===== config.mk =====
export PLATFORM = sky130hd
export DESIGN_NAME = uie_top
export DESIGN_NICKNAME = d
export VERILOG_FILES = /design/src/uie_pkg.sv /design/src/uie_top.sv
export SDC_FILE = /design/constraint.sdc
export NUM_CORES = 1
export LEC_CHECK = 0
export BUFFER_PORTS_ARGS = -buffer_cell sky130_fd_sc_hd__buf_2
export CAP_MARGIN = 20
export CORE_MARGIN = 5
export CORE_UTILIZATION = 40
export CTS_BUF_LIST = sky130_fd_sc_hd__clkbuf_8
export CTS_CLUSTER_DIAMETER = 30
export DETAILED_ROUTE_END_ITERATION = 8
export PLACE_DENSITY = 0.6
export SYNTH_ARGS = -nofsm -noshare
export SYNTH_HDL_FRONTEND = slang
export SYNTH_SLANG_ARGS = --single-unit

===== constraint.sdc =====
create_clock -name clk_i -period 8.25 [get_ports clk_i]
set_clock_uncertainty 0.15 [all_clocks]
set_input_delay 1.65 -clock clk_i [delete_from_list [all_inputs] [get_ports clk_i]]
set_output_delay 1.65 -clock clk_i [all_outputs]
set_load 0.1 [all_outputs]

===== src/uie_pkg.sv =====
// Constants, codes and carrier types for the UART interrupt enable logic.
// Assumes a single 20 MHz device clock and an 8-bit register port.
package uie_pkg;

  // ----------------------------------------------------------------
  // Register offsets
  // ----------------------------------------------------------------
  localparam logic [3:0] OFS_HOLD = 4'h0;     // Receive read, transmit write
  localparam logic [3:0] OFS_MASK = 4'h1;
  localparam logic [3:0] OFS_SRC_FCTL = 4'h2; // Source read, fifo control write
  localparam logic [3:0] OFS_LINE = 4'h5;
  localparam logic [3:0] OFS_MODEM = 4'h6;
  localparam logic [3:0] OFS_TRIG_CNT = 4'h8; // Trigger write, count read
  localparam logic [3:0] OFS_FEAT = 4'h9;
  localparam logic [3:0] OFS_ENH = 4'hA;
  localparam logic [3:0] OFS_SUMMARY = 4'hB;
  localparam logic [3:0] OFS_RES1 = 4'hC;
  localparam logic [3:0] OFS_RES2 = 4'hD;
  localparam logic [3:0] OFS_PAU1 = 4'hE;
  localparam logic [3:0] OFS_PAU2 = 4'hF;

  // ----------------------------------------------------------------
  // Field positions and reset values
  // ----------------------------------------------------------------
  localparam int MSK_RX = 0;
  localparam int MSK_TX = 1;
  localparam int MSK_LINE = 2;
  localparam int MSK_MODEM = 3;
  localparam int MSK_SLEEP = 4;
  localparam int MSK_XOFF = 5;
  localparam int MSK_RTS = 6;
  localparam int MSK_CTS = 7;
  localparam int ENH_ENABLE = 4;
  localparam int FCTL_FIFO_EN = 0;
  localparam logic [7:0] RST_BYTE = 8'h00;
  localparam logic [7:0] READ_ZERO = 8'h00;
  localparam logic [3:0] MASK_ENH_BITS = 4'hF;

  // ----------------------------------------------------------------
  // Trigger selection and levels
  // ----------------------------------------------------------------
  localparam logic [1:0] TABLE_PROG = 2'h3;   // Feature bits 5:4 pick programmed level
  localparam logic [7:0] TRIG_A0 = 8'h01;
  localparam logic [7:0] TRIG_A1 = 8'h04;
  localparam logic [7:0] TRIG_A2 = 8'h08;
  localparam logic [7:0] TRIG_A3 = 8'h0E;
  localparam logic [7:0] TX_TRIG_DEF = 8'h01;

  // ----------------------------------------------------------------
  // Interrupt source codes, bits 5:0
  // ----------------------------------------------------------------
  localparam logic [5:0] SRC_LINE = 6'h06;
  localparam logic [5:0] SRC_TMO = 6'h0C;
  localparam logic [5:0] SRC_RX = 6'h04;
  localparam logic [5:0] SRC_TX = 6'h02;
  localparam logic [5:0] SRC_MODEM = 6'h00;
  localparam logic [5:0] SRC_XOFF = 6'h10;
  localparam logic [5:0] SRC_FLOW = 6'h20;
  localparam logic [5:0] SRC_NONE = 6'h01;

  // ----------------------------------------------------------------
  // Carrier types
  // ----------------------------------------------------------------
  typedef struct packed {
    logic [7:0] level;     // Characters in receive fifo
    logic [7:0] head;      // Character at receive holding register
    logic [2:0] err_type;  // Break, framing, parity of head character
    logic overrun;         // Pulse: overrun seen
    logic fifo_err;        // Any fifo character carries an error
    logic loaded;          // Pulse: character moved into fifo
    logic timeout;         // Receive time-out level
  } uie_rx_stat_t;

  typedef struct packed {
    logic [7:0] level;     // Characters in transmit fifo
    logic hold_empty;      // Transmit holding register empty
    logic all_empty;       // Fifo and shift register empty
  } uie_tx_stat_t;

endpackage


===== src/uie_top.sv =====
// Interrupt enable, source priority and line status for one UART channel.
// Assumes the datapath shares clk_i; the clear-to-send pin is asynchronous.
`timescale 1ns/1ps

// Contract
// - Mask register gates rx, tx, line and modem sources into the source register.
// - Fifo mode: rx interrupt while fifo level is at or above trigger.
// - Source code and interrupt both drop once level falls below trigger.
// - Data ready sets on a character load, clears only when fifo empty.
// - Fifo on and mask bits 0-3 clear gives polled operation via status.
// - Line status bit 1 is overrun, bits 2-4 error type of head character.
// - Bit 5 holding empty, bit 6 all transmit empty, bit 7 fifo error.
// - Mask bit 0, reset 0, enables receive data ready interrupt.
// - Mask bit 1, reset 0, enables transmit ready interrupt.
// - Enabling transmit ready interrupts at once while holding register empty (fifo off) or transmit level below trigger (fifo on).
// - Mask bit 2 enables line interrupt when status bits 1-4 set on receipt.
// - Mask bit 3, reset 0, enables modem status interrupt.
// - Mask bit 4 enables sleep; changeable only with enhanced enable set.
// - Mask bit 5 enables received pause character interrupt, enhanced only.
// - Mask bit 6 enables interrupt on request-to-send output rising.
// - Mask bit 7 enables interrupt on clear-to-send input rising.
// - Source register read returns the highest-priority pending code.
// - Source bit 0 reads 1 with nothing pending, 0 otherwise.
// - Line status read clears a pending line interrupt.
// - Source read while transmit is the reported code, or holding write, clears a pending transmit interrupt.
module uie_top #(
  parameter int DW = 8
) (
  // Clock and reset
  input wire logic clk_i,
  input wire logic nrst_i,
  // Register port
  input wire logic [3:0] addr_i,
  input wire logic [7:0] wdata_i,
  input wire logic wr_i,
  input wire logic rd_i,
  output logic [7:0] rdata_o,
  // Datapath status
  input wire uie_pkg::uie_rx_stat_t rx_i,
  input wire uie_pkg::uie_tx_stat_t tx_i,
  input wire logic [7:0] modem_i,
  input wire logic modem_delta_i,
  input wire logic pause_rx_i,
  input wire logic resume_rx_i,
  input wire logic rts_n_i,
  // Pins
  input wire logic cts_n_i,
  output logic irq_o,
  // Datapath controls
  output logic sleep_en_o,
  output logic fifo_en_o,
  output logic rx_pop_o,
  output logic tx_push_o,
  output logic [7:0] tx_data_o
);

  // ----------------------------------------------------------------
  // Parameter check
  // ----------------------------------------------------------------
  if (DW != 8)
  begin : g_bad_width
    $error("uie_top supports only an 8-bit register port");
  end

  // ----------------------------------------------------------------
  // Register storage
  // ----------------------------------------------------------------
  logic [7:0] interrupt_mask_reg;
  logic [7:0] fifo_control_reg;
  logic [7:0] feature_control_reg;
  logic [7:0] enhanced_feature_reg;
  logic [7:0] fifo_trigger_level_write;
  logic [7:0] resume_char_one;
  logic [7:0] resume_char_two;
  logic [7:0] pause_char_one;
  logic [7:0] pause_char_two;

  // Pending flags and history
  logic data_ready;
  logic overrun_flag;
  logic line_pend;
  logic tx_pend;
  logic modem_pend;
  logic pause_pend;
  logic flow_pend;
  logic tx_cond_q;
  logic rts_n_q;
  logic cts_meta;
  logic cts_sync;
  logic cts_q;

  // ----------------------------------------------------------------
  // Address decode
  // ----------------------------------------------------------------
  wire logic wr_hold = wr_i && (addr_i == uie_pkg::OFS_HOLD);
  wire logic wr_mask = wr_i && (addr_i == uie_pkg::OFS_MASK);
  wire logic wr_fctl = wr_i && (addr_i == uie_pkg::OFS_SRC_FCTL);
  wire logic wr_trig = wr_i && (addr_i == uie_pkg::OFS_TRIG_CNT);
  wire logic wr_feat = wr_i && (addr_i == uie_pkg::OFS_FEAT);
  wire logic wr_enh = wr_i && (addr_i == uie_pkg::OFS_ENH);
  wire logic rd_hold = rd_i && (addr_i == uie_pkg::OFS_HOLD);
  wire logic rd_src = rd_i && (addr_i == uie_pkg::OFS_SRC_FCTL);
  wire logic rd_line = rd_i && (addr_i == uie_pkg::OFS_LINE);
  wire logic rd_modem = rd_i && (addr_i == uie_pkg::OFS_MODEM);

  // ----------------------------------------------------------------
  // Mode and trigger selection
  // ----------------------------------------------------------------
  wire logic fifo_mode = fifo_control_reg[uie_pkg::FCTL_FIFO_EN];
  wire logic enh_on = enhanced_feature_reg[uie_pkg::ENH_ENABLE];
  wire logic prog_trig = (feature_control_reg[5:4] == uie_pkg::TABLE_PROG);
  wire logic [7:0] table_trig = (fifo_control_reg[7:6] == 2'h0) ? uie_pkg::TRIG_A0 :
                                (fifo_control_reg[7:6] == 2'h1) ? uie_pkg::TRIG_A1 :
                                (fifo_control_reg[7:6] == 2'h2) ? uie_pkg::TRIG_A2 :
                                uie_pkg::TRIG_A3;
  wire logic [7:0] rx_trig = prog_trig ? fifo_trigger_level_write : table_trig;
  wire logic [7:0] tx_trig = prog_trig ? fifo_trigger_level_write : uie_pkg::TX_TRIG_DEF;

  // ----------------------------------------------------------------
  // Source conditions
  // ----------------------------------------------------------------
  // Level compare
  wire logic rx_at_trig = (rx_i.level >= rx_trig);
  wire logic rx_cond = fifo_mode ? rx_at_trig : data_ready;
  wire logic tx_cond = fifo_mode ? (tx_i.level < tx_trig) : tx_i.hold_empty;
  wire logic line_err = rx_i.overrun || (rx_i.err_type != 3'h0);
  wire logic line_set = rx_i.loaded && line_err;
  wire logic tx_enable_now = wr_mask && wdata_i[uie_pkg::MSK_TX]
                             && !interrupt_mask_reg[uie_pkg::MSK_TX];
  wire logic tx_set = (tx_cond && !tx_cond_q) || (tx_enable_now && tx_cond);
  wire logic rts_rise = rts_n_i && !rts_n_q;
  wire logic cts_rise = cts_sync && !cts_q;

  // ----------------------------------------------------------------
  // Enabled sources
  // ----------------------------------------------------------------
  // Mask gating
  wire logic en_line = line_pend && interrupt_mask_reg[uie_pkg::MSK_LINE];
  wire logic en_tmo = fifo_mode && rx_i.timeout && interrupt_mask_reg[uie_pkg::MSK_RX];
  wire logic en_rx = rx_cond && interrupt_mask_reg[uie_pkg::MSK_RX];
  wire logic en_tx = tx_pend && interrupt_mask_reg[uie_pkg::MSK_TX];
  wire logic en_modem = modem_pend && interrupt_mask_reg[uie_pkg::MSK_MODEM];
  wire logic en_pause = enh_on && pause_pend && interrupt_mask_reg[uie_pkg::MSK_XOFF];
  wire logic en_flow = enh_on && flow_pend;
  wire logic any_pend = en_line || en_tmo || en_rx || en_tx || en_modem
                        || en_pause || en_flow;

  // ----------------------------------------------------------------
  // Priority encode
  // ----------------------------------------------------------------
  // Highest level wins
  wire logic [5:0] src_code = en_line ? uie_pkg::SRC_LINE :
                              en_tmo ? uie_pkg::SRC_TMO :
                              en_rx ? uie_pkg::SRC_RX :
                              en_tx ? uie_pkg::SRC_TX :
                              en_modem ? uie_pkg::SRC_MODEM :
                              en_pause ? uie_pkg::SRC_XOFF :
                              en_flow ? uie_pkg::SRC_FLOW :
                              uie_pkg::SRC_NONE;
  wire logic [7:0] src_byte = {fifo_mode, fifo_mode, src_code};
  wire logic tx_is_top = (src_code == uie_pkg::SRC_TX);

  // ----------------------------------------------------------------
  // Status bytes
  // ----------------------------------------------------------------
  // Overrun and error type
  wire logic [7:0] line_byte = {rx_i.fifo_err, tx_i.all_empty, tx_i.hold_empty,
                                rx_i.err_type, overrun_flag, data_ready};
  wire logic [7:0] summary_byte = {3'h0, ~rx_cond, 3'h0, ~tx_cond};
  wire logic [7:0] next_mask = {enh_on ? wdata_i[7:4] :
                                interrupt_mask_reg[7:4] & uie_pkg::MASK_ENH_BITS,
                                wdata_i[3:0]};

  // ----------------------------------------------------------------
  // Read data select
  // ----------------------------------------------------------------
  logic [7:0] next_rdata;
  always_comb
  begin
    case (addr_i)
      uie_pkg::OFS_HOLD: next_rdata = rx_i.head;
      uie_pkg::OFS_MASK: next_rdata = interrupt_mask_reg;
      uie_pkg::OFS_SRC_FCTL: next_rdata = src_byte;
      uie_pkg::OFS_LINE: next_rdata = line_byte;
      uie_pkg::OFS_MODEM: next_rdata = modem_i;
      uie_pkg::OFS_TRIG_CNT: next_rdata = rx_i.level;
      uie_pkg::OFS_FEAT: next_rdata = feature_control_reg;
      uie_pkg::OFS_ENH: next_rdata = enhanced_feature_reg;
      uie_pkg::OFS_SUMMARY: next_rdata = summary_byte;
      uie_pkg::OFS_RES1: next_rdata = resume_char_one;
      uie_pkg::OFS_RES2: next_rdata = resume_char_two;
      uie_pkg::OFS_PAU1: next_rdata = pause_char_one;
      uie_pkg::OFS_PAU2: next_rdata = pause_char_two;
      default: next_rdata = uie_pkg::READ_ZERO;
    endcase
  end

  // Read data, one cycle after the strobe
  always_ff @(posedge clk_i)
  begin
    if (!nrst_i)
      rdata_o <= uie_pkg::RST_BYTE;
    else
      rdata_o <= rd_i ? next_rdata : uie_pkg::READ_ZERO;
  end

  // ----------------------------------------------------------------
  // Control registers
  // ----------------------------------------------------------------
  // Mask register
  always_ff @(posedge clk_i)
  begin
    if (!nrst_i)
      interrupt_mask_reg <= uie_pkg::RST_BYTE;
    else if (wr_mask)
      interrupt_mask_reg <= next_mask;
  end

  // Fifo control write clears the whole register unless enable is written with it
  always_ff @(posedge clk_i)
  begin
    if (!nrst_i)
      fifo_control_reg <= uie_pkg::RST_BYTE;
    else if (wr_fctl)
      fifo_control_reg <= wdata_i[uie_pkg::FCTL_FIFO_EN] ? wdata_i : uie_pkg::RST_BYTE;
  end

  // Trigger, feature and enhanced registers
  always_ff @(posedge clk_i)
  begin
    if (!nrst_i)
    begin
      fifo_trigger_level_write <= uie_pkg::RST_BYTE;
      feature_control_reg <= uie_pkg::RST_BYTE;
      enhanced_feature_reg <= uie_pkg::RST_BYTE;
    end
    else
    begin
      if (wr_trig)
        fifo_trigger_level_write <= wdata_i;
      if (wr_feat)
        feature_control_reg <= wdata_i;
      if (wr_enh)
        enhanced_feature_reg <= wdata_i;
    end
  end

  // Flow control characters
  always_ff @(posedge clk_i)
  begin
    if (!nrst_i)
    begin
      resume_char_one <= uie_pkg::RST_BYTE;
      resume_char_two <= uie_pkg::RST_BYTE;
      pause_char_one <= uie_pkg::RST_BYTE;
      pause_char_two <= uie_pkg::RST_BYTE;
    end
    else if (wr_i)
    begin
      if (addr_i == uie_pkg::OFS_RES1)
        resume_char_one <= wdata_i;
      if (addr_i == uie_pkg::OFS_RES2)
        resume_char_two <= wdata_i;
      if (addr_i == uie_pkg::OFS_PAU1)
        pause_char_one <= wdata_i;
      if (addr_i == uie_pkg::OFS_PAU2)
        pause_char_two <= wdata_i;
    end
  end

  // ----------------------------------------------------------------
  // Pin synchroniser and edge history
  // ----------------------------------------------------------------
  always_ff @(posedge clk_i)
  begin
    if (!nrst_i)
    begin
      cts_meta <= 1'b1;
      cts_sync <= 1'b1;
      cts_q <= 1'b1;
      rts_n_q <= 1'b1;
      tx_cond_q <= 1'b0;
    end
    else
    begin
      cts_meta <= cts_n_i;
      cts_sync <= cts_meta;
      cts_q <= cts_sync;
      rts_n_q <= rts_n_i;
      tx_cond_q <= tx_cond;
    end
  end

  // ----------------------------------------------------------------
  // Receive status flags
  // ----------------------------------------------------------------
  always_ff @(posedge clk_i)
  begin
    if (!nrst_i)
    begin
      data_ready <= 1'b0;
      overrun_flag <= 1'b0;
      line_pend <= 1'b0;
    end
    else
    begin
      if (rx_i.loaded)
        data_ready <= 1'b1;
      else if (rx_i.level == 8'h00)
        data_ready <= 1'b0;
      if (rx_i.overrun)
        overrun_flag <= 1'b1;
      else if (rd_line)
        overrun_flag <= 1'b0;
      if (line_set)
        line_pend <= 1'b1;
      else if (rd_line)
        line_pend <= 1'b0;
    end
  end

  // ----------------------------------------------------------------
  // Transmit and modem flags
  // ----------------------------------------------------------------
  always_ff @(posedge clk_i)
  begin
    if (!nrst_i)
    begin
      tx_pend <= 1'b0;
      modem_pend <= 1'b0;
    end
    else
    begin
      if (tx_set)
        tx_pend <= 1'b1;
      else if ((rd_src && tx_is_top) || wr_hold)
        tx_pend <= 1'b0;
      if (modem_delta_i)
        modem_pend <= 1'b1;
      else if (rd_modem)
        modem_pend <= 1'b0;
    end
  end

  // ----------------------------------------------------------------
  // Enhanced source flags
  // ----------------------------------------------------------------
  always_ff @(posedge clk_i)
  begin
    if (!nrst_i)
    begin
      pause_pend <= 1'b0;
      flow_pend <= 1'b0;
    end
    else
    begin
      // Pause set, resume or source read reporting the pause code clears
      if (pause_rx_i)
        pause_pend <= 1'b1;
      else if (resume_rx_i || (rd_src && src_code == uie_pkg::SRC_XOFF))
        pause_pend <= 1'b0;
      if ((rts_rise && interrupt_mask_reg[uie_pkg::MSK_RTS])
          || (cts_rise && interrupt_mask_reg[uie_pkg::MSK_CTS]))
        flow_pend <= 1'b1;
      else if (rd_modem)
        flow_pend <= 1'b0;
    end
  end

  // ----------------------------------------------------------------
  // Outputs
  // ----------------------------------------------------------------
  always_ff @(posedge clk_i)
  begin
    if (!nrst_i)
    begin
      irq_o <= 1'b0;
      sleep_en_o <= 1'b0;
      fifo_en_o <= 1'b0;
      rx_pop_o <= 1'b0;
      tx_push_o <= 1'b0;
      tx_data_o <= uie_pkg::RST_BYTE;
    end
    else
    begin
      irq_o <= any_pend;
      sleep_en_o <= interrupt_mask_reg[uie_pkg::MSK_SLEEP];
      fifo_en_o <= fifo_mode;
      rx_pop_o <= rd_hold;
      tx_push_o <= wr_hold;
      if (wr_hold)
        tx_data_o <= wdata_i;
    end
  end

endmodule


# Word-level counts from Yosys, hierarchy flattened
# Index checks and enable logic that the tools add are counted.
dict set report classes {
  order_cmp 2
  eq_ne 17
  mux 28
  bitwise_logic 2
  reduce_logical 62
}
# op count
set op_table {}
lappend op_table {{$pmux W8 S13} 1}
lappend op_table {{$mux W6} 7}
lappend op_table {{$eq A4 B4 Y1 const B} 8}
lappend op_table {{$logic_and A1 B1 Y1} 30}
lappend op_table {{$mux W8} 3}
lappend op_table {{$mux W1} 14}
lappend op_table {{$reduce_bool A2 Y1} 7}
lappend op_table {{$reduce_and A2 Y1} 6}
lappend op_table {{$logic_or A1 B1 Y1} 11}
lappend op_table {{$eq A4 B3 Y1 const B} 2}
lappend op_table {{$ge A8 B8 Y1} 1}
lappend op_table {{$logic_not A8 Y1} 1}
lappend op_table {{$lt A8 B8 Y1} 1}
lappend op_table {{$mux W4} 2}
lappend op_table {{$eq A6 B2 Y1 const B} 1}
lappend op_table {{$eq A6 B5 Y1 const B} 1}
lappend op_table {{$eq A2 B2 Y1 const B} 2}
lappend op_table {{$eq A4 B1 Y1 const B} 1}
lappend op_table {{$eq A4 B2 Y1 const B} 1}
lappend op_table {{$logic_not A1 Y1} 4}
lappend op_table {{$logic_not A4 Y1} 1}
lappend op_table {{$mux W3} 1}
lappend op_table {{$reduce_bool A3 Y1} 1}
lappend op_table {{$eq A2 B1 Y1 const B} 1}
lappend op_table {{2 further kinds} 3}
dict set report totals {
  regBits 105
  input_bits 62
  output_inout_bits 21
  wordCells 140
}

# Logic depth before layout (Yosys ltp)
# Gate-level depths: netlist of run 1.
dict set report logic_depth {
  depth_word 16
  depth_mapped 11
}

# Worst setup path before layout of run 1
# Ideal clock, no wire load.
dict set report synth_path {
  kind {input port to flip-flop}
  startpoint {in rx_i[15] (netlist bit)}
  endpoint {reg pause_pend}
  arrival_time_ns 3.217
  required_time_ns 7.985
  path_slack_ns 4.768
  stages 8
  path_cell_list {inv_1 -> ha_1 -> nand2b_1 -> a2111oi_1 -> o32ai_2 -> o21ai_2 -> nand4_1 -> o21ba_1}
}
dict set report synth_via {
  elab_chain_cells 10
}
# element line_no
set synth_rtl {}
lappend synth_rtl {{start, declared} uie_top.sv:39} ;# input wire uie_pkg::uie_rx_stat_t rx_i,
lappend synth_rtl {{$ge A8 B8 Y1} uie_top.sv:123} ;# wire logic rx_at_trig = (rx_i.level >= rx_trig);
lappend synth_rtl {{$mux W1} uie_top.sv:124} ;# wire logic rx_cond = fifo_mode ? rx_at_trig : data_ready;
lappend synth_rtl {{$logic_and A1 B1 Y1} uie_top.sv:140} ;# wire logic en_rx = rx_cond && interrupt_mask_reg[uie_pkg::MSK_RX];
lappend synth_rtl {{$mux W6} uie_top.sv:154} ;# en_rx ? uie_pkg::SRC_RX :
lappend synth_rtl {{$mux W6} uie_top.sv:153} ;# en_tmo ? uie_pkg::SRC_TMO :
lappend synth_rtl {{$mux W6} uie_top.sv:152} ;# wire logic [5:0] src_code = en_line ? uie_pkg::SRC_LINE :
lappend synth_rtl {{$eq A6 B5 Y1} uie_top.sv:360} ;# else if (resume_rx_i || (rd_src && src_code == uie_pkg::SRC_XOFF))
lappend synth_rtl {{$logic_and A1 B1 Y1} uie_top.sv:360}
lappend synth_rtl {{$logic_or A1 B1 Y1} uie_top.sv:360}
lappend synth_rtl {{$reduce_bool A2 Y1 (no source line)} n/a}
lappend synth_rtl {{end signal, assigned} uie_top.sv:352} ;# pause_pend <= 1'b0;
lappend synth_rtl {{end signal, assigned} uie_top.sv:359} ;# pause_pend <= 1'b1;
lappend synth_rtl {{end signal, assigned} uie_top.sv:361} ;# pause_pend <= 1'b0;
lappend synth_rtl {{end, declared} uie_top.sv:84} ;# logic pause_pend;
# No other way between the ends.
# A chain may end at the register's enable or synchronous reset.

# Worst setup path after layout of run 1
dict set report layout_path {
  startpoint {in addr_i[3]}
  endpoint {reg feature_control_reg[3]}
}
dict set report layout_via {
  elab_chain_cells 2
}
# element line_no
set layout_rtl {}
lappend layout_rtl {{start, declared} uie_top.sv:33} ;# input wire logic [3:0] addr_i,
lappend layout_rtl {{$eq A4 B4 Y1} uie_top.sv:99} ;# wire logic wr_feat = wr_i && (addr_i == uie_pkg::OFS_FEAT);
lappend layout_rtl {{$logic_and A1 B1 Y1} uie_top.sv:99}
lappend layout_rtl {{end signal, assigned} uie_top.sv:234} ;# feature_control_reg <= uie_pkg::RST_BYTE;
lappend layout_rtl {{end signal, assigned} uie_top.sv:242} ;# feature_control_reg <= wdata_i;
lappend layout_rtl {{end, declared} uie_top.sv:70} ;# logic [7:0] feature_control_reg;
# No other way between the ends.

==> results.tsv, run 1 <==
metric	value	unit
library cells used by synthesis	59	
core box area	12100	um2
switching share of power	28.3	%
# fillers	1239	
clock slew seen by the registers of the worst setup and hold paths	0.10	ns
drc violations	0	
H-tree depth	3	
Resized Gates After CTS	0	
Syn Inst Count	558	
Root Buffer	clkbuf_8	
vias in the first global route	4174	
Vias	4366	
family with the most delay on the worst path	simple AND/OR/NAND/NOR gates	
final setup vio count	0	
max_slew headroom	41.0	%
worst stage delay on the critical path	0.57	ns
Nets	690	
first-pass GRT wire length	24300	um
Total GRT Usage	21.7	%
CTS tree	done	
Worst path slowest cell	buf_2	
Final HPWL DP	11300	um
Yosys top cell by area	dfxtp_1	
VDD IR-drop max	112	uV
Routed WL	15800	um
clock share of power	32.2	%
Gate power share	13.4	%
clk sinks	100	
CTS Buffer Depth	2	
P&R area growth vs syn	13.0	%
status	complete, no violations	
Pre-antenna DRT Iters	5	
endpoint type of the worst setup path	flip-flop	
HP Class	flip-flop to flip-flop	
antenna-violating nets left	0	
Cell Area, Synth	4970	um2
Synth warnings	0	
RD Place Congestion	0.909	
layout cells sized above 1	18.9	%
grt ovf	0	
Worst-Margin Slew	0.886	ns
arrival time worst endpoint	3.79	ns
antenna diode count	0	
ys async rst share	0	%
leakage dissipation	0.00231	uW
critical path required time	8.35	ns
Synth Flop Type	dfxtp_1	
largest net degree at the start of global routing	84	
power per cell area	163	nW/um2
largest cells by area after synthesis	dfxtp_1 40%, mux2i_1 17%, nor2_1 6.7%	
Initial Utilization	41.0	%
Tmin final	3.69	ns
crit start category	input pin	
Die Span X	121	um
PortBufs	82	
Setup WS post-layout	4.56	ns
Starting DRT DRC Count	389	
worst-path fanout max	35	
fmax	271	MHz
crit share post-route	44.7	%
Util after Layout	46.3	%
number of synthesized flops with an enable pin	0	
count of buffer and inverter cells on the critical path	2	
final setup TNS	0	ns
Switch Pwr	259	uW
initial antenna violation count	0	
dpl ws	4.22	ns
num ports	83	
most frequent CP cell	nor2_2	
Post-CTS Hold Fix Bufs	0	
RSZ-0062 raised after global routing	no	
Mean Syn Cell Area	8.90	um2
Int Pwr	654	uW
sequential power share	54.4	%
Setup Fix Bufs, Post-CTS	0	
area share of the largest cell type after synthesis	40.3	%
# Max-Cap Violations	0	
critical path class	input pin to flip-flop	
max-slew violations	0	
Fin. Hold Viols	0	
post-synthesis register bit count	100	
Die ar.	14700	um2
Site Rows	40	
vias per std cell	5.55	
chip height	121	um
DR WL/cell	20.1	um
crit-path cells	buf_2, inv_2, nor2_2, nand2_1, nor2_2, mux2i_1, nor2_1	
post-synthesis sequential area ratio	40.3	%
synthesized net count	635	
worst-skew pair later-pin latency	0.38	ns
clock buffer count from CTS	9	
## routing by layer
layer | global-route usage (%) | share of wire, %
met3 | 5.87 | 7.0
met1 | 30.5 | 47
met4 | 4.69 | 1.6
met2 | 33.4 | 44
met5 | 0 | 0
## layout by cell type (no fill, tap or decap), types with 7 or more instances in the layout
cell      Yosys  routed
ha_1         15      15
mux2i_1      84      84
o22ai_1       7       7
nand2b_1     11      11
a21oi_1      26      26
nand2_1      41      41
a22oi_1       9       9
nand3_1      16      16
nor3_1        7       7
nor2b_1       7       7
dfxtp_1     100     100
nand4_1      10      10
buf_2        13      82
nor2_1       89      89
nor2_2        7       7
clkbuf_8      0      11
## worst reg2reg max path: stages, from the launching register on
cell      delay [ns]
dfxtp_1         0.41
and2_1          0.52
nand2_1         0.21
ha_1            0.34
nand4_1         0.13
nor2_1          0.06
or3_1           0.29
a211oi_1        0.61
o221a_2         0.33
a21oi_1         0.07
## layout make-up
type	instances	area, um2	share of cell area, %
clock buffers	11	151	2.70
clock inverters	5	27.5	0.491
inverters	5	18.8	0.334
multi-input cells	414	2780	49.6
flip-flops and latches	100	2000	35.7
well taps	168	210	3.75
repair buffers	83	418	7.45
## stage by stage
| stage | total power, uW | cells | hold slack, ns | cell area (um2) |
|---|---|---|---|---|
| 2_1_floorplan | 586 | 558 | 0.236 | 4970 |
| 3_3_place_gp | 628 | 770 | 0.241 | 5430 |
| 3_5_place_dp | 629 | 770 | 0.250 | 5430 |
| 4_1_cts | 920 | 786 | 0.272 | 5610 |
| 5_1_grt | 952 | 786 | 0.306 | 5610 |
| 6_report | 913 | 786 | 0.266 | 5610 |
## Yosys cell counts (all sizes together), types with 2 or more instances
cell type,instances
nand3,16
a22oi,9
a21oi,26
and2,6
a221o,3
inv,5
nand4,10
o21a,2
a221oi,2
nor3,9
and4,2
nand2b,11
nand2,41
o21ai,10
mux2,4
a22o,4
ha,15
a2111oi,4
nand3b,5
o22ai,7
and3,5
nor2,96
nor3b,3
buf,17
a211oi,5
nor4,3
a21o,2
dfxtp,100
nor2b,7
clkbuf,22
o32ai,3
mux2i,84
a31oi,4
## power groups by stage
stage          clock (uW)  sequential, uW  combinational [uW]
3_5_place_dp            0             508                 121
3_3_place_gp            0             508                 120
2_1_floorplan           0             519                66.3
4_1_cts               302             497                 121
6_report              294             497                 122
5_1_grt               323             498                 132
## cells by family after synthesis
| logic type | after synthesis | synth area share (%) |
|---|---|---|
| fa+ha+maj | 15 | 3.78 |
| flops | 100 | 40.3 |
| compound gates | 92 | 13.1 |
| buf+inv | 44 | 3.65 |
| simple gates | 218 | 20.9 |
| mux | 89 | 18.3 |
## final timing paths
kind                                        from                                  end  slack [ns]  depth (start not counted)
max                                    addr_i[3]  feature_control_reg[3]$_SDFFE_PN0P_        4.56                          7
min                          cts_meta$_SDFF_PN1_                  cts_sync$_SDFF_PN1_        0.27                          1
max reg2reg  feature_control_reg[4]$_SDFFE_PN0P_                rdata_o[0]$_SDFF_PN0_        4.98                          9
min reg2reg                  cts_meta$_SDFF_PN1_                  cts_sync$_SDFF_PN1_        0.27                          1
Note: power is estimated with default switching activity, not from simulation.
==> run 2, diff against run 1 <==
--- a/config.mk
+++ b/config.mk
@@ -12,7 +12,7 @@
 export CTS_BUF_LIST = sky130_fd_sc_hd__clkbuf_8
 export CTS_CLUSTER_DIAMETER = 30
 export DETAILED_ROUTE_END_ITERATION = 8
-export PLACE_DENSITY = 0.6
+export PLACE_DENSITY = 0.62
 export SYNTH_ARGS = -nofsm -noshare
 export SYNTH_HDL_FRONTEND = slang
 export SYNTH_SLANG_ARGS = --single-unit
==> constraint.sdc (replaced) <==
create_clock -name clk_i -period 3.1 [get_ports clk_i]
set_clock_uncertainty 0.15 [all_clocks]
set_input_delay 0.62 -clock clk_i [delete_from_list [all_inputs] [get_ports clk_i]]
set_output_delay 0.62 -clock clk_i [all_outputs]
set_load 0.1 [all_outputs]
==> run 2 against run 1 <==
  * Worst setup slack got worse by 4.3 ns
  * Power rose to 2.7 times the previous value
  * Global-route usage shrank 0.15 points
  * Sequential cell count unchanged
  * Design area increased by 2.4%
  * Utilization rose by 1.1 points
  * Combinational power increased to 2.8 times the previous value
  * Register-to-register slack worse by 4.7 ns
  * Die area stayed put
  * Critical path type is now flip-flop to flip-flop
  * Critical endpoint is now pause_pend$_SDFFE_PN0P_
  * Largest power group unchanged
==> results.tsv, run 2 (synthesis results as in run 1) <==
metric	value	unit	change
FF-to-FF Start	feature_control_reg[5]$_SDFFE_PN0P_		
final setup TNS	0	ns	unchanged
RD Place Congestion	0.933		+2.6%
critical path class	flip-flop to flip-flop		
status	complete, no violations		
most frequent cells in the layout	100 x dfxtp_1, 89 x nor2_1, 84 x mux2i_1, 82 x buf_2, 41 x nand2_1		
P&R area growth vs syn	15.7	%	
chip height	121	um	unchanged
fmax	349	MHz	
PortBufs	82		unchanged
# Max-Cap Violations	0		unchanged
CP Capture Point	pause_pend$_SDFFE_PN0P_		
Register Area	2000	um2	unchanged
Crit. Startpoint	feature_control_reg[5]$_SDFFE_PN0P_		
HP Class	input pin to flip-flop		
initial antenna violation count	0		unchanged
Die ar.	14700	um2	unchanged
Starting DRT DRC Count	361		-7.2%
vias per std cell	5.56		+0.15%
drc violations	0		unchanged
crit share post-route	92.4	%	
Site Rows	40		unchanged
final instance area	5750	um2	+2.4%
Post-CTS Hold Fix Bufs	0		unchanged
Worst-Margin Slew	0.727	ns	-0.159 ns
Setup Fix Bufs, Post-CTS	0		unchanged
register-to-register setup slack	0.24	ns	-4.74 ns
power per cell area	433	nW/um2	+170%
Vias	4445		+1.8%
endpoint type of the worst setup path	flip-flop		
crit start category	flip-flop		
met2 usage	33.6	%	+0.21 points
Final HPWL DP	11300	um	+0.37%
Tmin final	2.86	ns	
Routed WL	15500	um	-2.0%
clk sinks	100		unchanged
most common cell after layout, fill and taps aside	dfxtp_1		
RSZ-0062 raised after global routing	no		
VDD IR-drop max	306	uV	+170%
antenna diode count	0		unchanged
grt ovf	0		unchanged
Initial Utilization	41.0	%	unchanged
worst-path fanout max	9		-74%
capturing point of the worst reg2reg path	pause_pend$_SDFFE_PN0P_		
Resized Gates After CTS	0		unchanged
leakage dissipation	0.00239	uW	+3.3%
H-tree depth	3		unchanged
clock buffer count from CTS	9		unchanged
layout cells sized above 1	20.4	%	+1.5 points
Fin. Hold Viols	0		unchanged
dpl cell area	5560	um2	+2.3%
final setup vio count	0		unchanged
critical path required time	3.23	ns	-5.12 ns
clock slew seen by the registers of the worst setup and hold paths	0.09	ns	about the same
Die Span X	121	um	unchanged
CTS tree	done		
Nets	703		+1.9%
Pre-antenna DRT Iters	6		+1
first-pass GRT wire length	24500	um	+0.62%
# fillers	1233		-0.48%
DR WL/cell	19.4	um	-3.6%
Worst Hold Launch	cts_n_i		
met3 Usage GRT	4.80	%	-1.1 points
Total GRT Usage	21.6	%	-0.15 points
arrival time worst endpoint	2.99	ns	-0.80 ns
num ports	83		unchanged
Worst R2R Path Depth	9		unchanged
Root Buffer	clkbuf_8		
max-slew violations	0		unchanged
vias in the first global route	4405		+5.5%
max_slew headroom	51.4	%	+10 points
area of the multi-input gates	2780	um2	unchanged
grt met1 use	29.9	%	-0.62 points
largest net degree at the start of global routing	84		unchanged
worst-skew pair later-pin latency	0.38	ns	about the same
CTS Buffer Depth	2		unchanged
antenna-violating nets left	0		unchanged
core box area	12100	um2	unchanged
gr busiest metal	met2		
[run 2: routing by layer]
layer  part of all wire, %  routed length, um
met1                    46               7140
met2                    45               6950
met3                   7.1               1100
met4                   1.8                285
met5                     0                  0
[run 2: worst min-delay path by stage]
stage / endpoint / depth (start not counted)
after floorplan: cts_sync$_SDFF_PN1_ / 1
after global placement: cts_sync$_SDFF_PN1_ / 1
after detailed placement: cts_sync$_SDFF_PN1_ / 1
after CTS: cts_meta$_SDFF_PN1_ / 2
after global routing: rts_n_q$_SDFF_PN1_ / 2
final: cts_meta$_SDFF_PN1_ / 2
[run 2: layout make-up]
type                    count  area share, %
clock buffers               9           2.16
well taps                 168           3.66
multi-input cells         414           48.4
clock inverters             7           1.18
inverters                   5          0.327
repair buffers             96           9.41
flip-flops and latches    100           34.8
[run 2: stage by stage]
| stage | setup slack (ns) | utilization (%) | std cells | total power (uW) | hold WS, ns |
|---|---|---|---|---|---|
| global placement | 0.350 | 45.9 | 783 | 1680 | 0.240 |
| finish | 0.236 | 47.4 | 799 | 2490 | 0.275 |
| global route | 0.0152 | 47.4 | 799 | 2590 | 0.269 |
| CTS | 0.222 | 47.4 | 799 | 2510 | 0.257 |
| detailed placement | 0.241 | 45.9 | 783 | 1680 | 0.275 |
| floorplan | 0.362 | - | 558 | 1560 | 0.236 |
[run 2: worst max-delay path, stage by stage, from the launching register on]
cell,delay [ns]
dfxtp_1,0.36
and2_1,0.33
nand2_1,0.14
ha_1,0.32
a21o_1,0.20
a2111oi_2,0.38
o32ai_2,0.17
o21ai_2,0.29
nand4_1,0.20
o21ba_1,0.22
[run 2: where the power goes]
part           total, uW  switching, uW  internal (uW)
logic                338            225            113
registers           1320           13.9           1310
clock network        827            455            372
total               2490            694           1790
